**config.mk**
```make
export PLATFORM = sky130hd
export DESIGN_NAME = fbp_host
export DESIGN_NICKNAME = d
export VERILOG_FILES = /design/src/fbp_pkg.sv /design/src/fbp_host.sv
export SDC_FILE = /design/constraint.sdc
export NUM_CORES = 1
export LEC_CHECK = 0
export BUFFER_PORTS_ARGS = -buffer_cell sky130_fd_sc_hd__buf_4
export CAP_MARGIN = 20
export CORE_MARGIN = 4
export CORE_UTILIZATION = 35
export CTS_CLUSTER_DIAMETER = 30
export DETAILED_ROUTE_END_ITERATION = 8
export PLACE_DENSITY = 0.59
export SLEW_MARGIN = 10
export SYNTH_ARGS = -nofsm -noshare
export SYNTH_HDL_FRONTEND = slang
export SYNTH_SLANG_ARGS = --single-unit
```
**constraint.sdc**
```tcl
create_clock -name mclk -period 4.7 [get_ports mclk]
set_input_delay 0.47 -clock mclk [delete_from_list [all_inputs] [get_ports mclk]]
set_output_delay 0.47 -clock mclk [all_outputs]
set_load 0.05 [all_outputs]
```
**src/fbp_pkg.sv**
```systemverilog
// package for the flash block protection command controller
package fbp_pkg;
	localparam logic [11:0] UNLK_ADDR1_X8  = 12'hAAA;
	localparam logic [11:0] UNLK_ADDR2_X8  = 12'h555;
	localparam logic [11:0] UNLK_ADDR1_X16 = 12'h555;
	localparam logic [11:0] UNLK_ADDR2_X16 = 12'h2AA;
	localparam logic [7:0]  UNLK_DATA1     = 8'hAA;
	localparam logic [7:0]  UNLK_DATA2     = 8'h55;
	localparam logic [7:0]  CMD_LOCKREG    = 8'h40;
	localparam logic [7:0]  CMD_PASSWORD   = 8'h60;
	localparam logic [7:0]  CMD_NONVOL     = 8'hC0;
	localparam logic [7:0]  CMD_LOCKBIT    = 8'h50;
	localparam logic [7:0]  CMD_VOLATILE   = 8'hE0;
	localparam logic [7:0]  CMD_EXTMEM     = 8'h88;
	localparam logic [7:0]  CMD_PROGRAM    = 8'hA0;
	localparam logic [7:0]  CMD_ERASE1     = 8'h80;
	localparam logic [7:0]  CMD_ERASE2     = 8'h30;
	localparam logic [7:0]  CMD_UNLK1      = 8'h25;
	localparam logic [7:0]  CMD_UNLK2      = 8'h03;
	localparam logic [7:0]  CMD_UNLK_END   = 8'h29;
	localparam logic [7:0]  CMD_EXIT1      = 8'h90;
	localparam logic [7:0]  CMD_EXIT2      = 8'h00;
	localparam logic [7:0]  DATA_PROTECT   = 8'h00;
	localparam logic [7:0]  DATA_UNPROTECT = 8'h01;
	localparam logic [7:0]  DATA_PWD_HIDDEN = 8'hFF;
	localparam logic [7:0]  PWD_BYTES_X8   = 8'h08;
	localparam logic [7:0]  PWD_WORDS_X16  = 8'h04;
	localparam logic [7:0]  EXT_SIZE_X8    = 8'hFF;
	localparam logic [7:0]  EXT_SIZE_X16   = 8'h7F;
	// sw register offsets
	localparam logic [3:0] REG_CTRL   = 4'h0;
	localparam logic [3:0] REG_ADDR   = 4'h1;
	localparam logic [3:0] REG_DATA   = 4'h2;
	localparam logic [3:0] REG_PWLO   = 4'h3;
	localparam logic [3:0] REG_PWHI   = 4'h4;
	localparam logic [3:0] REG_STATUS = 4'h5;
	localparam logic [3:0] REG_RDATA  = 4'h6;
	localparam logic [3:0] REG_PWRLO  = 4'h7;
	localparam logic [3:0] REG_PWRHI  = 4'h8;
	// operation codes written to CTRL[3:0]
	localparam logic [3:0] OP_ENTER    = 4'h1;
	localparam logic [3:0] OP_EXIT     = 4'h2;
	localparam logic [3:0] OP_PROGRAM  = 4'h3;
	localparam logic [3:0] OP_READ     = 4'h4;
	localparam logic [3:0] OP_CLEARALL = 4'h5;
	localparam logic [3:0] OP_PWPROG   = 4'h6;
	localparam logic [3:0] OP_PWREAD   = 4'h7;
	localparam logic [3:0] OP_UNLOCK   = 4'h8;
	localparam logic [3:0] OP_EXTEXIT  = 4'h9;
	localparam int CTRL_OP_LSB   = 0;
	localparam int CTRL_WIDE_BIT = 4;
	localparam int CTRL_CODE_LSB = 8;
	// bus timing
	localparam int CLK_MHZ       = 50;
	localparam int BUS_CYC_NS    = 100;
	localparam int BUS_CYC_CLKS  = (BUS_CYC_NS * CLK_MHZ + 999) / 1000;
	localparam int UNLK_GAP_NS   = 1000;
	localparam int UNLK_GAP_CLKS = (UNLK_GAP_NS * CLK_MHZ + 999) / 1000;
	localparam logic [7:0] BUS_CYC_CNT  = 8'(BUS_CYC_CLKS);
	localparam logic [7:0] UNLK_GAP_CNT = 8'(UNLK_GAP_CLKS);
	// one bus cycle to the flash
	typedef struct packed {
		logic        wr;
		logic [23:0] addr;
		logic [15:0] data;
	} fbp_cyc_t;
	typedef enum logic [4:0] {
		ST_IDLE = 5'b00001,
		ST_LOAD = 5'b00010,
		ST_ASRT = 5'b00100,
		ST_DONE = 5'b01000,
		ST_WAIT = 5'b10000
	} fbp_state_t;
endpackage

```
**src/fbp_host.sv**
```systemverilog
// host controller issuing block protection command sequences to the flash
`timescale 1ns/10ps
`default_nettype none
module fbp_host (
	input  wire logic        mclk,
	input  wire logic        sys_rst,
	input  wire logic [3:0]  regAddr,
	input  wire logic [31:0] regWdata,
	input  wire logic        regWr,
	input  wire logic        regRd,
	output var  logic [31:0] regRdata,
	output var  logic [23:0] flashAddr,
	output var  logic [15:0] flashDqOut,
	output var  logic        flashDqOe,
	input  wire logic [15:0] flashDqIn,
	output var  logic        flashCeN,
	output var  logic        flashWeN,
	output var  logic        flashOeN
);
	fbp_pkg::fbp_state_t state_r, state_nxt;
	logic [15:0] ctrl_r;
	logic [23:0] addr_r;
	logic [15:0] data_r;
	logic [63:0] pw_r;
	logic [63:0] pwRead_r;
	logic [15:0] rdData_r;
	logic [3:0]  idx_r;
	logic [7:0]  tmr_r;
	logic [7:0]  gap_r;
	logic        busy_r;
	logic        gapRefused_r;
	logic [15:0] dqSync1_r, dqSync2_r;
	fbp_pkg::fbp_cyc_t cyc;
	logic [3:0]  op;
	logic        wide;
	logic [7:0]  code;
	logic [3:0]  seqLen;
	logic        goCmd, lastCyc, tmrDone, isRead, unlockOp;
	logic [3:0]  pwIdx;
	logic [7:0]  pwByte;
	logic [15:0] pwWord;
	logic [11:0] ua1, ua2;

	assign op       = ctrl_r[fbp_pkg::CTRL_OP_LSB +: 4];
	assign wide     = ctrl_r[fbp_pkg::CTRL_WIDE_BIT];
	assign code     = ctrl_r[fbp_pkg::CTRL_CODE_LSB +: 8];
	assign ua1      = wide ? fbp_pkg::UNLK_ADDR1_X16 : fbp_pkg::UNLK_ADDR1_X8;
	assign ua2      = wide ? fbp_pkg::UNLK_ADDR2_X16 : fbp_pkg::UNLK_ADDR2_X8;
	assign unlockOp = (op == fbp_pkg::OP_UNLOCK);
	// unlock is refused by the host itself while the spacing timer runs
	assign goCmd    = regWr && (regAddr == fbp_pkg::REG_CTRL) && !busy_r
	                  && !(regWdata[3:0] == fbp_pkg::OP_UNLOCK && gap_r != 8'h00);
	assign tmrDone  = (tmr_r == 8'h00);
	// password slot of the unlock middle cycles: cycle 2 maps to slot 0
	assign pwIdx    = idx_r - 4'h2;
	assign pwByte   = pw_r[{pwIdx[2:0], 3'b000} +: 8];
	assign pwWord   = pw_r[{pwIdx[1:0], 4'h0} +: 16];

	always_comb begin
		case (op)
			fbp_pkg::OP_ENTER:    seqLen = 4'h3;
			fbp_pkg::OP_EXTEXIT:  seqLen = 4'h4;
			fbp_pkg::OP_EXIT,
			fbp_pkg::OP_PROGRAM,
			fbp_pkg::OP_PWPROG,
			fbp_pkg::OP_CLEARALL: seqLen = 4'h2;
			fbp_pkg::OP_PWREAD:   seqLen = wide ? 4'h4 : 4'h8;
			fbp_pkg::OP_UNLOCK:   seqLen = wide ? 4'h7 : 4'hB;
			default:              seqLen = 4'h1;
		endcase
	end
	assign lastCyc = (idx_r == seqLen - 4'h1);

	always_comb begin
		cyc = '0;
		case (op)
			fbp_pkg::OP_ENTER: begin
				cyc.wr   = 1'b1;
				cyc.addr = {12'h000, (idx_r == 4'h1) ? ua2 : ua1};
				cyc.data = {8'h00, (idx_r == 4'h0) ? fbp_pkg::UNLK_DATA1 :
				           (idx_r == 4'h1) ? fbp_pkg::UNLK_DATA2 : code};
			end
			fbp_pkg::OP_EXTEXIT: begin
				cyc.wr   = 1'b1;
				cyc.addr = (idx_r == 4'h1) ? {12'h000, ua2} : {12'h000, ua1};
				cyc.data = {8'h00, (idx_r == 4'h0) ? fbp_pkg::UNLK_DATA1 :
				           (idx_r == 4'h1) ? fbp_pkg::UNLK_DATA2 :
				           (idx_r == 4'h2) ? fbp_pkg::CMD_EXIT1 : fbp_pkg::CMD_EXIT2};
			end
			fbp_pkg::OP_EXIT: begin
				cyc.wr   = 1'b1;
				cyc.data = {8'h00, (idx_r == 4'h0) ? fbp_pkg::CMD_EXIT1 :
				           fbp_pkg::CMD_EXIT2};
			end
			fbp_pkg::OP_PROGRAM, fbp_pkg::OP_PWPROG: begin
				cyc.wr   = 1'b1;
				cyc.addr = (idx_r == 4'h0) ? 24'h000000 : addr_r;
				cyc.data = (idx_r == 4'h0) ? {8'h00, fbp_pkg::CMD_PROGRAM} : data_r;
			end
			fbp_pkg::OP_CLEARALL: begin
				cyc.wr   = 1'b1;
				cyc.data = {8'h00, (idx_r == 4'h0) ? fbp_pkg::CMD_ERASE1 :
				           fbp_pkg::CMD_ERASE2};
			end
			fbp_pkg::OP_PWREAD: begin
				cyc.addr = {20'h00000, idx_r};
			end
			fbp_pkg::OP_UNLOCK: begin
				cyc.wr = 1'b1;
				if (idx_r == 4'h0) begin
					cyc.data = {8'h00, fbp_pkg::CMD_UNLK1};
				end else if (idx_r == 4'h1) begin
					cyc.data = {8'h00, fbp_pkg::CMD_UNLK2};
				end else if (lastCyc) begin
					cyc.data = {8'h00, fbp_pkg::CMD_UNLK_END};
				end else begin
					cyc.addr = {20'h00000, 1'b0, pwIdx[2:0]};
					cyc.data = wide ? pwWord : {8'h00, pwByte};
				end
			end
			default: begin
				cyc.addr = addr_r;
			end
		endcase
	end

	always_comb begin
		state_nxt = state_r;
		case (state_r)
			fbp_pkg::ST_IDLE: if (goCmd) state_nxt = fbp_pkg::ST_LOAD;
			fbp_pkg::ST_LOAD: state_nxt = fbp_pkg::ST_ASRT;
			fbp_pkg::ST_ASRT: if (tmrDone) state_nxt = fbp_pkg::ST_DONE;
			fbp_pkg::ST_DONE: state_nxt = lastCyc ? fbp_pkg::ST_WAIT : fbp_pkg::ST_LOAD;
			fbp_pkg::ST_WAIT: if (tmrDone) state_nxt = fbp_pkg::ST_IDLE;
			default:          state_nxt = fbp_pkg::ST_IDLE;
		endcase
	end
	assign isRead = !cyc.wr;

	always_ff @(posedge mclk) begin
		if (sys_rst) begin
			state_r <= fbp_pkg::ST_IDLE;
			idx_r   <= 4'h0;
			tmr_r   <= 8'h00;
			busy_r  <= 1'b0;
		end else begin
			state_r <= state_nxt;
			if (state_r == fbp_pkg::ST_IDLE && goCmd) begin
				idx_r  <= 4'h0;
				busy_r <= 1'b1;
			end
			if (state_r == fbp_pkg::ST_DONE && !lastCyc)
				idx_r <= idx_r + 4'h1;
			if (state_r == fbp_pkg::ST_LOAD || (state_r == fbp_pkg::ST_DONE && lastCyc))
				tmr_r <= fbp_pkg::BUS_CYC_CNT;
			else if (!tmrDone)
				tmr_r <= tmr_r - 8'h01;
			if (state_r == fbp_pkg::ST_WAIT && tmrDone)
				busy_r <= 1'b0;
		end
	end

	// flash pins, cycle shape: setup in LOAD, strobe in ASRT, release in DONE
	always_ff @(posedge mclk) begin
		if (sys_rst) begin
			flashAddr  <= 24'h000000;
			flashDqOut <= 16'h0000;
			flashDqOe  <= 1'b0;
			flashCeN   <= 1'b1;
			flashWeN   <= 1'b1;
			flashOeN   <= 1'b1;
		end else begin
			if (state_r == fbp_pkg::ST_LOAD) begin
				flashAddr  <= cyc.addr;
				flashDqOut <= cyc.data;
				flashDqOe  <= cyc.wr;
				flashCeN   <= 1'b0;
			end
			flashWeN <= !(state_r == fbp_pkg::ST_ASRT && cyc.wr && !tmrDone);
			flashOeN <= !(state_r == fbp_pkg::ST_ASRT && isRead);
			if (state_r == fbp_pkg::ST_DONE) begin
				flashCeN  <= 1'b1;
				flashDqOe <= 1'b0;
			end
		end
	end

	// data pins are asynchronous to mclk
	always_ff @(posedge mclk) begin
		dqSync1_r <= flashDqIn;
		dqSync2_r <= dqSync1_r;
	end

	always_ff @(posedge mclk) begin
		if (sys_rst) begin
			rdData_r <= 16'h0000;
			pwRead_r <= 64'h0;
		end else if (state_r == fbp_pkg::ST_DONE && isRead) begin
			rdData_r <= dqSync2_r;
			if (op == fbp_pkg::OP_PWREAD) begin
				if (wide)
					pwRead_r[{idx_r[1:0], 4'h0} +: 16] <= dqSync2_r;
				else
					pwRead_r[{idx_r[2:0], 3'b000} +: 8] <= dqSync2_r[7:0];
			end
		end
	end

	// unlock spacing timer starts when an unlock sequence ends
	always_ff @(posedge mclk) begin
		if (sys_rst) begin
			gap_r        <= 8'h00;
			gapRefused_r <= 1'b0;
		end else begin
			if (state_r == fbp_pkg::ST_DONE && lastCyc && unlockOp)
				gap_r <= fbp_pkg::UNLK_GAP_CNT;
			else if (gap_r != 8'h00)
				gap_r <= gap_r - 8'h01;
			if (regWr && regAddr == fbp_pkg::REG_CTRL && regWdata[3:0] == fbp_pkg::OP_UNLOCK
			    && gap_r != 8'h00)
				gapRefused_r <= 1'b1;
			else if (goCmd)
				gapRefused_r <= 1'b0;
		end
	end

	// software registers
	always_ff @(posedge mclk) begin
		if (sys_rst) begin
			ctrl_r <= 16'h0000;
			addr_r <= 24'h000000;
			data_r <= 16'h0000;
			pw_r   <= 64'hFFFFFFFFFFFFFFFF;
		end else if (regWr) begin
			if (goCmd) ctrl_r <= regWdata[15:0];
			if (regAddr == fbp_pkg::REG_ADDR && !busy_r) addr_r <= regWdata[23:0];
			if (regAddr == fbp_pkg::REG_DATA && !busy_r) data_r <= regWdata[15:0];
			if (regAddr == fbp_pkg::REG_PWLO && !busy_r) pw_r[31:0] <= regWdata;
			if (regAddr == fbp_pkg::REG_PWHI && !busy_r) pw_r[63:32] <= regWdata;
		end
	end

	always_ff @(posedge mclk) begin
		if (sys_rst) begin
			regRdata <= 32'h00000000;
		end else if (regRd) begin
			case (regAddr)
				fbp_pkg::REG_CTRL:   regRdata <= {16'h0000, ctrl_r};
				fbp_pkg::REG_ADDR:   regRdata <= {8'h00, addr_r};
				fbp_pkg::REG_DATA:   regRdata <= {16'h0000, data_r};
				fbp_pkg::REG_PWLO:   regRdata <= pw_r[31:0];
				fbp_pkg::REG_PWHI:   regRdata <= pw_r[63:32];
				fbp_pkg::REG_STATUS: regRdata <= {30'h0, gapRefused_r, busy_r};
				fbp_pkg::REG_RDATA:  regRdata <= {16'h0000, rdData_r};
				fbp_pkg::REG_PWRLO:  regRdata <= pwRead_r[31:0];
				fbp_pkg::REG_PWRHI:  regRdata <= pwRead_r[63:32];
				default:             regRdata <= 32'h00000000;
			endcase
		end else begin
			regRdata <= 32'h00000000;
		end
	end
endmodule
`default_nettype wire

```
==> run summary, run 1 <==
Ports - 132
Mapped Nets - 1785
total negative slack - 0 ps
reg2reg end - flashAddr[2]
worst r2r src - idx_r[0]
TritonCTS Sinks - 335
Vias - 14.3k
final slew viol count - 0
Root Buffer - clkbuf_16
Syn-to-layout area delta - 29.5%
Mapped Area - 14700 um2
Layout Nets - 1897
register area share after synthesis - 45.5%
die area - 45500 um2
global-route wire length before repair - 86300 um
cts bufs inserted - 82
worst rel slew slack - 20.9%
worst-margin pin slew - 1190 ps
Hold Crit Depth - 3
FF+latch count, synth - 335
async set-reset flop share out of synthesis - 0%
critical path peak fanout - 10
Antenna diodes - 0
register cell area after layout - 6710 um2
Post-DP HPWL - 40700 um
reg2reg path depth - 9
Worst-path clk slew - 50 ps
Worst Setup End Kind - flop
later-pin clock latency in the skew report - 600 ps
EDFF count, synth - 0
Pre-antenna DRT Iters - 6
largest net degree at the start of global routing - 80
share of cells above drive strength 1 - 19.3%
final setup fails - 0
synthesized netlist cell count - 1714
RSZ-0062 raised after global routing - no
Rows - 74
area of the multi-input gates - 7410 um2
Leakage - 7.15 nW
max-capacitance violation count - 0
post-synth cell types - 82
r2r setup slk - 1410 ps
Post-CTS Setup Bufs - 0
dominant synthesized flop cell - dfxtp_1
fin crit share - 70.1%
placed cells - 2258
outcome - finished clean
vias in the first global route - 13.2k
Core Region - 41200 um2
Peak VDD IR - 0.287 mV
worst path required time - 5160 ps
crit path time final - 3290 ps
all-layer global routing usage - 25.0%
Setup CP Type - flop to flop
TritonCTS clock tree - done
Vias/cell - 5.89
Final Skew - 26.8 ps
pwr/cell area - 500 nW/um2
Avg Synthesized Cell Area - 8.60 um2
height of the die - 213 um
Initial Utilization - 35.8%
routability cong. - 0.945
initial antenna violation count - 3
routed len/inst - 24.0 um
post-route ant nets - 0
Worst Path Arrival - 3760 ps
I/O Buffers - 131
Min-Delay Path Class - input pin to flop
Min-Delay Startpoint - regWdata[17]
power after layout - 0.00954 W
WHS - 120 ps
routed wire length - 58200 um
Hold Crit Endpoint - pw_r[17]
final hold vios - 0
DRC viols - 0
die width - 213 um
Syn. warnings - 0
# H-tree levels - 3
Starting DRT DRC Count - 1643
crit path launch type - flop
CTS max path bufs - 3
Final Non-Filler Cells - 2426
maximum operating frequency - 304 MHz
final core utilization - 46.3%
# fillers - 3921
GRT overflow - 0
==> power breakdown <==
part	total, W	switching (W)	internal [W]
Clock	0.00587	0.00179	0.00407
Sequential	0.00306	0.000113	0.00295
Combinational	0.000613	0.000363	0.000250
Total	0.00954	0.00227	0.00727
==> worst max path at each step <==
stage	start	to	cells past startpoint
final	idx_r[0]	flashAddr[2]	9
after CTS	idx_r[0]	flashAddr[2]	9
after detailed placement	idx_r[0]	flashAddr[2]	9
after floorplan	idx_r[1]	flashAddr[2]	14
after global placement	idx_r[0]	flashAddr[2]	9
after global routing	idx_r[0]	flashAddr[2]	10
==> routing by layer <==
layer,track usage [%],share of wire (%),wire (um)
met5,0,0.076,44
met3,5.80,9.2,5360
met2,38.7,45,26100
met1,34.6,42,24600
met4,8.21,3.5,2040
==> cell families after synthesis <==
kind of cell | synth area share, %
AND/OR/NAND/NOR | 21.1
AO/OA/AOI/OAI | 20.4
flip-flops | 45.5
buffers and inverters | 4.42
multiplexers | 6.30
XOR/XNOR | 1.06
adder cells (fa/ha/maj) | 1.27
==> flip-flops by register name (all words and copies together), names as in the netlist, 24 cells and up <==
name       count
regRdata      32
pwRead_r      64
flashAddr     24
addr_r        24
pw_r          64
==> cell usage in the layout, fill, tap and decap left out, drive strengths merged, types with 3 or more instances in the layout <==
cell type | netlist | routed
nand2 | 360 | 360
dfxtp | 335 | 335
buf | 38 | 155
a21oi | 150 | 150
nor2 | 128 | 128
nand3 | 116 | 116
clkbuf | 105 | 102
a22oi | 69 | 69
a211oi | 39 | 39
a31oi | 30 | 30
mux4 | 30 | 30
o21ai | 30 | 30
a222oi | 26 | 26
nor3 | 25 | 25
clkinv | 1 | 24
mux2i | 23 | 23
a22o | 22 | 22
a221oi | 18 | 18
inv | 13 | 17
dlygate4sd3 | 0 | 16
ha | 15 | 15
clkinvlp | 0 | 12
xnor2 | 12 | 12
bufinv | 0 | 11
and2 | 11 | 11
nand2b | 11 | 11
nor2b | 9 | 9
and3 | 9 | 9
o211ai | 9 | 9
a21o | 8 | 8
a32oi | 5 | 5
xor2 | 5 | 5
nor4 | 5 | 5
nor3b | 5 | 5
and4b | 3 | 3
a221o | 3 | 3
a2111oi | 3 | 3
or3 | 3 | 3
==> synthesized netlist by cell type, types with 9 or more instances <==
cell | number | area (um2)
a31oi_1 | 30 | 188
a21oi_1 | 146 | 731
o21ai_0 | 27 | 135
inv_1 | 13 | 48.8
nor3_1 | 23 | 115
xnor2_1 | 11 | 96.3
mux4_2 | 30 | 676
nand2b_1 | 10 | 62.6
a22o_1 | 22 | 193
clkbuf_1 | 104 | 390
nor2_1 | 126 | 473
a22oi_1 | 69 | 518
a211oi_1 | 38 | 285
dfxtp_1 | 335 | 6710
nand3_1 | 116 | 581
a221oi_1 | 17 | 149
a222oi_1 | 26 | 260
ha_1 | 15 | 188
mux2i_1 | 23 | 230
and3_1 | 9 | 56.3
nor2b_1 | 9 | 56.3
nand2_1 | 359 | 1350
buf_2 | 31 | 155
==> timing repair <==
action                                 CTS  global route
hold buffers                            16             0
gates resized for setup                  0             0
endpoints found under the hold margin   16             0
==> final cells by class <==
class	instances	area share (%)
Multi-Input combinational cell	1222	38.8
Inverter	14	0.275
Sequential cell	335	35.1
Clock inverter	50	3.28
Tap cell	532	3.49
Clock buffer	102	12.1
Timing Repair Buffer	171	6.93
==> metrics by stage <==
stage	area, um2	worst slack (ps)
2_1_floorplan	14700	1390
3_3_place_gp	16000	1560
3_5_place_dp	16000	1550
4_1_cts	19100	1510
5_1_grt	19100	1190
6_report	19100	1410
==> critical path, stage by stage (launching register included) <==
cell	delay [ps]
dfxtp_2	450
ha_1	300
nor3b_1	970
inv_1	150
ha_1	400
a32o_1	230
a211o_1	310
a21o_1	180
o21ai_0	80
a31oi_1	100
Note: power is estimated with default switching activity, not from simulation.
==> inputs of run 2 (changes only) <==
PLACE_DENSITY = 0.61   (was 0.59)
clock period = 2.7 ns   (was 4.7 ns; I/O delays follow)
==> run summary, run 2 (synthesized netlist as in run 1, its figures left out) <==
outcome - finished clean
Hold Crit Depth - 5 (+2)
Min-Delay Path Class - input pin to flop
CTS max path bufs - 3 (unchanged)
Min-Delay Startpoint - sys_rst
worst path required time - 3170 ps (-1990 ps)
Vias/cell - 5.77 (-2.0%)
Initial Utilization - 35.8% (unchanged)
Post-DP HPWL - 41300 um (+1.4%)
cts bufs inserted - 83 (+1.2%)
RSZ-0062 raised after global routing - no
worst-margin pin slew - 875 ps (-311 ps)
share of cells above drive strength 1 - 21.3% (+2.0 points)
global-route wire length before repair - 86400 um (+0.17%)
Critical Path, Cell by Cell - or3b_1 > nor2_4 > a21oi_1 > ha_1 > xnor2_1 > a221oi_4 > and2_2 > nand3_1 > and3_1
final slew viol count - 0 (unchanged)
height of the die - 213 um (unchanged)
DRC viols - 0 (unchanged)
# H-tree levels - 3 (unchanged)
Vias - 14.4k (+1.1%)
register cell area after layout - 6710 um2 (about the same)
CP peak stage delay - 450 ps (-520 ps)
I/O Buffers - 131 (unchanged)
cell with the largest stage delay on the worst path - or3b_1
Worst Setup End Kind - flop
Layout Nets - 1974 (+4.1%)
Rows - 74 (unchanged)
biggest regs - pwRead_r: 64 flops, pw_r: 64 flops, regRdata: 32 flops
total negative slack - 0 ps (unchanged)
vias in the first global route - 13.7k (+3.5%)
later-pin clock latency in the skew report - 610 ps (about the same)
commonest cells after routing, fill and taps aside - nand2_1 (359), dfxtp_1 (332), buf_4 (194)
routed len/inst - 23.3 um (-2.8%)
final setup fails - 0 (unchanged)
Ports - 132 (unchanged)
pwr/cell area - 843 nW/um2 (+69%)
critical path peak fanout - 7 (-3)
Placed Area - 16400 um2 (+2.8%)
Setup CP Type - flop to flop
r2r setup slk - 230 ps (-1180 ps)
crit path time final - 2470 ps (-823 ps)
reg2reg path depth - 9 (unchanged)
reg2reg end - gap_r[0]
maximum operating frequency - 405 MHz (+33%)
die area - 45500 um2 (unchanged)
initial antenna violation count - 0 (-3)
TritonCTS clock tree - done
WHS - 199 ps (+79.4 ps)
commonest non-fill, non-tap cell in the layout - nand2_1
fin area - 19900 um2 (+4.2%)
post-route ant nets - 0 (unchanged)
Buf/Inv on CP - 0 (-1)
worst r2r src - ctrl_r[1]
Pre-antenna DRT Iters - 6 (unchanged)
Worst-path clk slew - 40 ps (about the same)
routed wire length - 58300 um (+0.20%)
Final Non-Filler Cells - 2501 (+3.1%)
max-capacitance violation count - 0 (unchanged)
Peak VDD IR - 0.465 mV (+62%)
CP delay by family, top - simple AND/OR/NAND/NOR gates
# fillers - 3872 (-1.2%)
Root Buffer - clkbuf_16
crit path launch type - flop
Worst Path Arrival - 2940 ps (-820 ps)
final hold vios - 0 (unchanged)
largest net degree at the start of global routing - 74 (-7.5%)
Hold Crit Endpoint - flashDqOut[1]
worst rel slew slack - 41.6% (+21 points)
area of the multi-input gates - 7490 um2 (+1.0%)
GRT overflow - 0 (unchanged)
Core Region - 41200 um2 (unchanged)
routability cong. - 0.975 (+3.2%)
Syn-to-layout area delta - 35.0%
Starting DRT DRC Count - 1800 (+9.6%)
Leakage - 7.53 nW (+5.4%)
Final Skew - 36.5 ps (+9.68 ps)
TritonCTS Sinks - 335 (unchanged)
placed cells - 2301 (+1.9%)
die width - 213 um (unchanged)
Antenna diodes - 0 (unchanged)
fin crit share - 91.5% (+21 points)
all-layer global routing usage - 25.0% (about the same)
final setup margin - 229 ps (-1180 ps)
pre-CTS setup slack - 104 ps (-1450 ps)
run 2: cell types whose count changed in the layout (fill, tap and decap cells not counted), sizes merged:
cell,delta
buf,+43
inv,+1
dlygate4sd3,+33
clkbuf,-2
run 2: per-stage QoR:
stage               utilization, %  power, W
floorplan                        -   0.00608
global route                  48.3    0.0173
detailed placement            39.9   0.00648
global placement              39.9   0.00644
finish                        48.3    0.0168
CTS                           48.3    0.0169
run 2: what timing repair did:
action / 4_1_cts / 5_1_grt
endpoints found under the setup margin: 0 / 12
hold buffers: 49 / 0
resized for setup: 0 / 4
setup buffers: 0 / 0
hold endpoints to repair: 130 / 0
run 2: metal layers:
layer	wire (um)	track usage (%)	share of wire, %	up-vias
met5	0	0	0	-
met4	2810	10.8	4.8	0
met3	5620	5.92	9.6	170
met2	25900	38.6	44	784
met1	23900	33.6	41	6892
li1	-	-	-	6588
run 2: layout make-up:
| cell class | instances | area share (%) |
|---|---|---|
| Clock buffer | 100 | 11.5 |
| Multi-Input combinational cell | 1222 | 37.6 |
| Sequential cell | 335 | 33.7 |
| Inverter | 14 | 0.277 |
| Timing Repair Buffer | 247 | 10.2 |
| Clock inverter | 51 | 3.36 |
| Tap cell | 532 | 3.35 |
run 2: worst max path at each step:
stage | from | endpoint | slack [ps] | cells past startpoint
3_3_place_gp | ctrl_r[1] | flashAddr[0] | 200 | 10
5_1_grt | idx_r[0] | pwRead_r[27] | 5 | 9
4_1_cts | ctrl_r[1] | flashAddr[0] | 90 | 10
3_5_place_dp | ctrl_r[1] | flashAddr[0] | 100 | 10
6_report | ctrl_r[1] | gap_r[0] | 230 | 9
2_1_floorplan | idx_r[1] | flashAddr[1] | 10 | 14
run 2: power breakdown:
| part | switching, W | leakage [nW] | internal (W) | total [W] |
|---|---|---|---|---|
| Clock | 0.00321 | 1.41 | 0.00710 | 0.0103 |
| Combinational | 0.000659 | 3.40 | 0.000480 | 0.00114 |
| Sequential | 0.000195 | 2.72 | 0.00513 | 0.00532 |
run 2: worst min-delay path, delay by kind of cell:
kind	cells	cell delay, ps
simple gates	2	180
compound gates	2	150
buf+inv	1	120
==> inputs of run 3 (changes only) <==
CORE_UTILIZATION = 39   (was 35)
PLACE_DENSITY = 0.65   (was 0.61)
==> run summary, run 3 (synthesized netlist as in run 1, its figures left out) <==
pwr/cell area - 807 nW/um2 (-4.2%)
Ports - 132 (unchanged)
Antenna diodes - 0 (unchanged)
GRT overflow - 0 (unchanged)
Vias - 14.3k (-0.63%)
Vias/cell - 5.83 (+0.98%)
Net Switching - 0.00384 W (-5.4%)
Setup CP Type - flop to flop
initial antenna violation count - 2 (+2)
Core Region - 37000 um2 (-10%)
CTS max path bufs - 3 (unchanged)
Min-Delay Path Class - input pin to flop
max-capacitance violation count - 0 (unchanged)
Rows - 70 (-5.4%)
post-route ant nets - 0 (unchanged)
global-route wire length before repair - 84600 um (-2.1%)
Post-CTS Setup Bufs - 0 (unchanged)
Clock power frac - 59.3% (-2.2 points)
I/O Buffers - 131 (unchanged)
worst-margin pin slew - 877 ps (+1.24 ps)
power after layout - 0.0158 W (-5.9%)
final core utilization - 52.9% (+4.6 points)
Worst Path Arrival - 3060 ps (+120 ps)
Starting DRT DRC Count - 1906 (+5.9%)
cell with the largest stage delay on the worst path - a21oi_1
Initial Utilization - 39.9% (+4.1 points)
Hold Crit Endpoint - pw_r[4]
Worst Setup End Kind - flop
TritonCTS Sinks - 335 (unchanged)
reg2reg end - flashAddr[0]
Final Skew - 19.4 ps (-17.1 ps)
vias in the first global route - 13.5k (-1.2%)
maximum operating frequency - 389 MHz (-4.0%)
Root Buffer - clkbuf_16
sw frac - 24.3% (+0.11 points)
commonest non-fill, non-tap cell in the layout - nand2_1
CP delay by family, top - compound AO/OA/AOI/OAI gates
largest net degree at the start of global routing - 174 (+140%)
CP peak stage delay - 540 ps (+90 ps)
worst path required time - 3190 ps (+20 ps)
Combinational Power Share - 7.0% (+0.2 points)
Post-DP HPWL - 39900 um (-3.4%)
share of cells above drive strength 1 - 21.0% (-0.33 points)
Peak VDD IR - 0.442 mV (-5.1%)
crit path time final - 2570 ps (+102 ps)
r2r setup slk - 130 ps (-100 ps)
TritonCTS clock tree - done
routed wire length - 56500 um (-3.1%)
DRC viols - 0 (unchanged)
worst r2r src - ctrl_r[1]
final hold vios - 0 (unchanged)
Buf/Inv on CP - 0 (unchanged)
Critical Path, Cell by Cell - or3b_1 > nor2_4 > a21oi_1 > ha_1 > xnor2_1 > a221oi_4 > a21oi_1 > o21ai_0 > a21oi_1
later-pin clock latency in the skew report - 570 ps (-40 ps)
Min-Delay Startpoint - regWdata[4]
final slew viol count - 0 (unchanged)
Leakage - 7.40 nW (-1.8%)
cts bufs inserted - 77 (-7.2%)
die width - 202 um (-5.1%)
crit path launch type - flop
register share of total power - 33.7% (+2.0 points)
reg2reg path depth - 9 (unchanged)
commonest cells after routing, fill and taps aside - nand2_1 (359), dfxtp_1 (333), buf_4 (195)
Stages on worst setup path - 9 (unchanged)
die area - 41000 um2 (-9.9%)
outcome - finished clean
height of the die - 202 um (-5.1%)
# H-tree levels - 3 (unchanged)
routed len/inst - 22.9 um (-1.5%)
worst rel slew slack - 41.6% (-0.083 points)
Final Non-Filler Cells - 2461 (-1.6%)
Pint - 0.0119 W (-6.0%)
Layout Nets - 1967 (-0.35%)
fin crit share - 95.3% (+3.8 points)
Pre-antenna DRT Iters - 8 (+2)
all-layer global routing usage - 26.6% (+1.6 points)
placed cells - 2275 (-1.1%)
crit-path most repeated cell - a21oi_1
total negative slack - 0 ps (unchanged)
critical path peak fanout - 6 (-1)
final setup fails - 0 (unchanged)
Hold Crit Depth - 3 (-2)
biggest regs - pwRead_r: 64 flops, pw_r: 64 flops, regRdata: 32 flops
RSZ-0062 raised after global routing - no
Syn-to-layout area delta - 32.7%
routability cong. - 0.955 (-2.1%)
Worst-path clk slew - 50 ps (about the same)
[run 3: layer usage]
layer	part of all wire, %	GRT usage, %
met2	44	41.2
met5	0.046	0
met1	41	35.3
met4	4.6	11.1
met3	10	7.22
[run 3: layout make-up]
class,count,area (um2)
clock inverters,50,526
inverters,14,55.1
repair buffers,246,2020
flip-flops and latches,335,6710
clock buffers,90,2130
well taps,504,631
multi-input cells,1222,7480
fillers,3433,17400
[run 3: worst max path at each step]
stage / startpoint / to
6_report: ctrl_r[1] / flashAddr[0]
5_1_grt: ctrl_r[1] / tmr_r[3]
4_1_cts: ctrl_r[1] / gap_r[0]
3_5_place_dp: ctrl_r[1] / flashAddr[0]
3_3_place_gp: ctrl_r[1] / flashAddr[0]
2_1_floorplan: idx_r[1] / flashAddr[1]
[run 3: per-stage QoR]
step	setup WS (ps)	hold slack (ps)	area [um2]
2_1_floorplan	14.7	298	14800
3_3_place_gp	189	314	16400
3_5_place_dp	180	312	16400
4_1_cts	171	1.66	19600
6_report	127	24.9	19600
5_1_grt	9.57	16.5	19600
[run 3: power groups by stage]
stage	combinational, W	sequential, W	clock (W)
after floorplan	0.000740	0.00534	0
after global placement	0.00103	0.00540	0
after detailed placement	0.00104	0.00540	0
after CTS	0.00110	0.00531	0.00944
after global routing	0.00123	0.00533	0.00974
final	0.00111	0.00531	0.00936
[run 3: worst register-to-register path, stage by stage, from the launching register on]
cell and delay, ps:
dfxtp_1 310, or3b_1 470, nor2_4 120, a21oi_1 50, ha_1 320, xnor2_1 240
a221oi_4 80, a21oi_1 540, o21ai_0 210, a21oi_1 170
[run 3: what timing repair did]
action | 4_1_cts | 5_1_grt
hold buffers | 46 | 0
resized for setup | 0 | 1
setup endpoints to repair | 0 | 1
endpoints found under the hold margin | 109 | 0
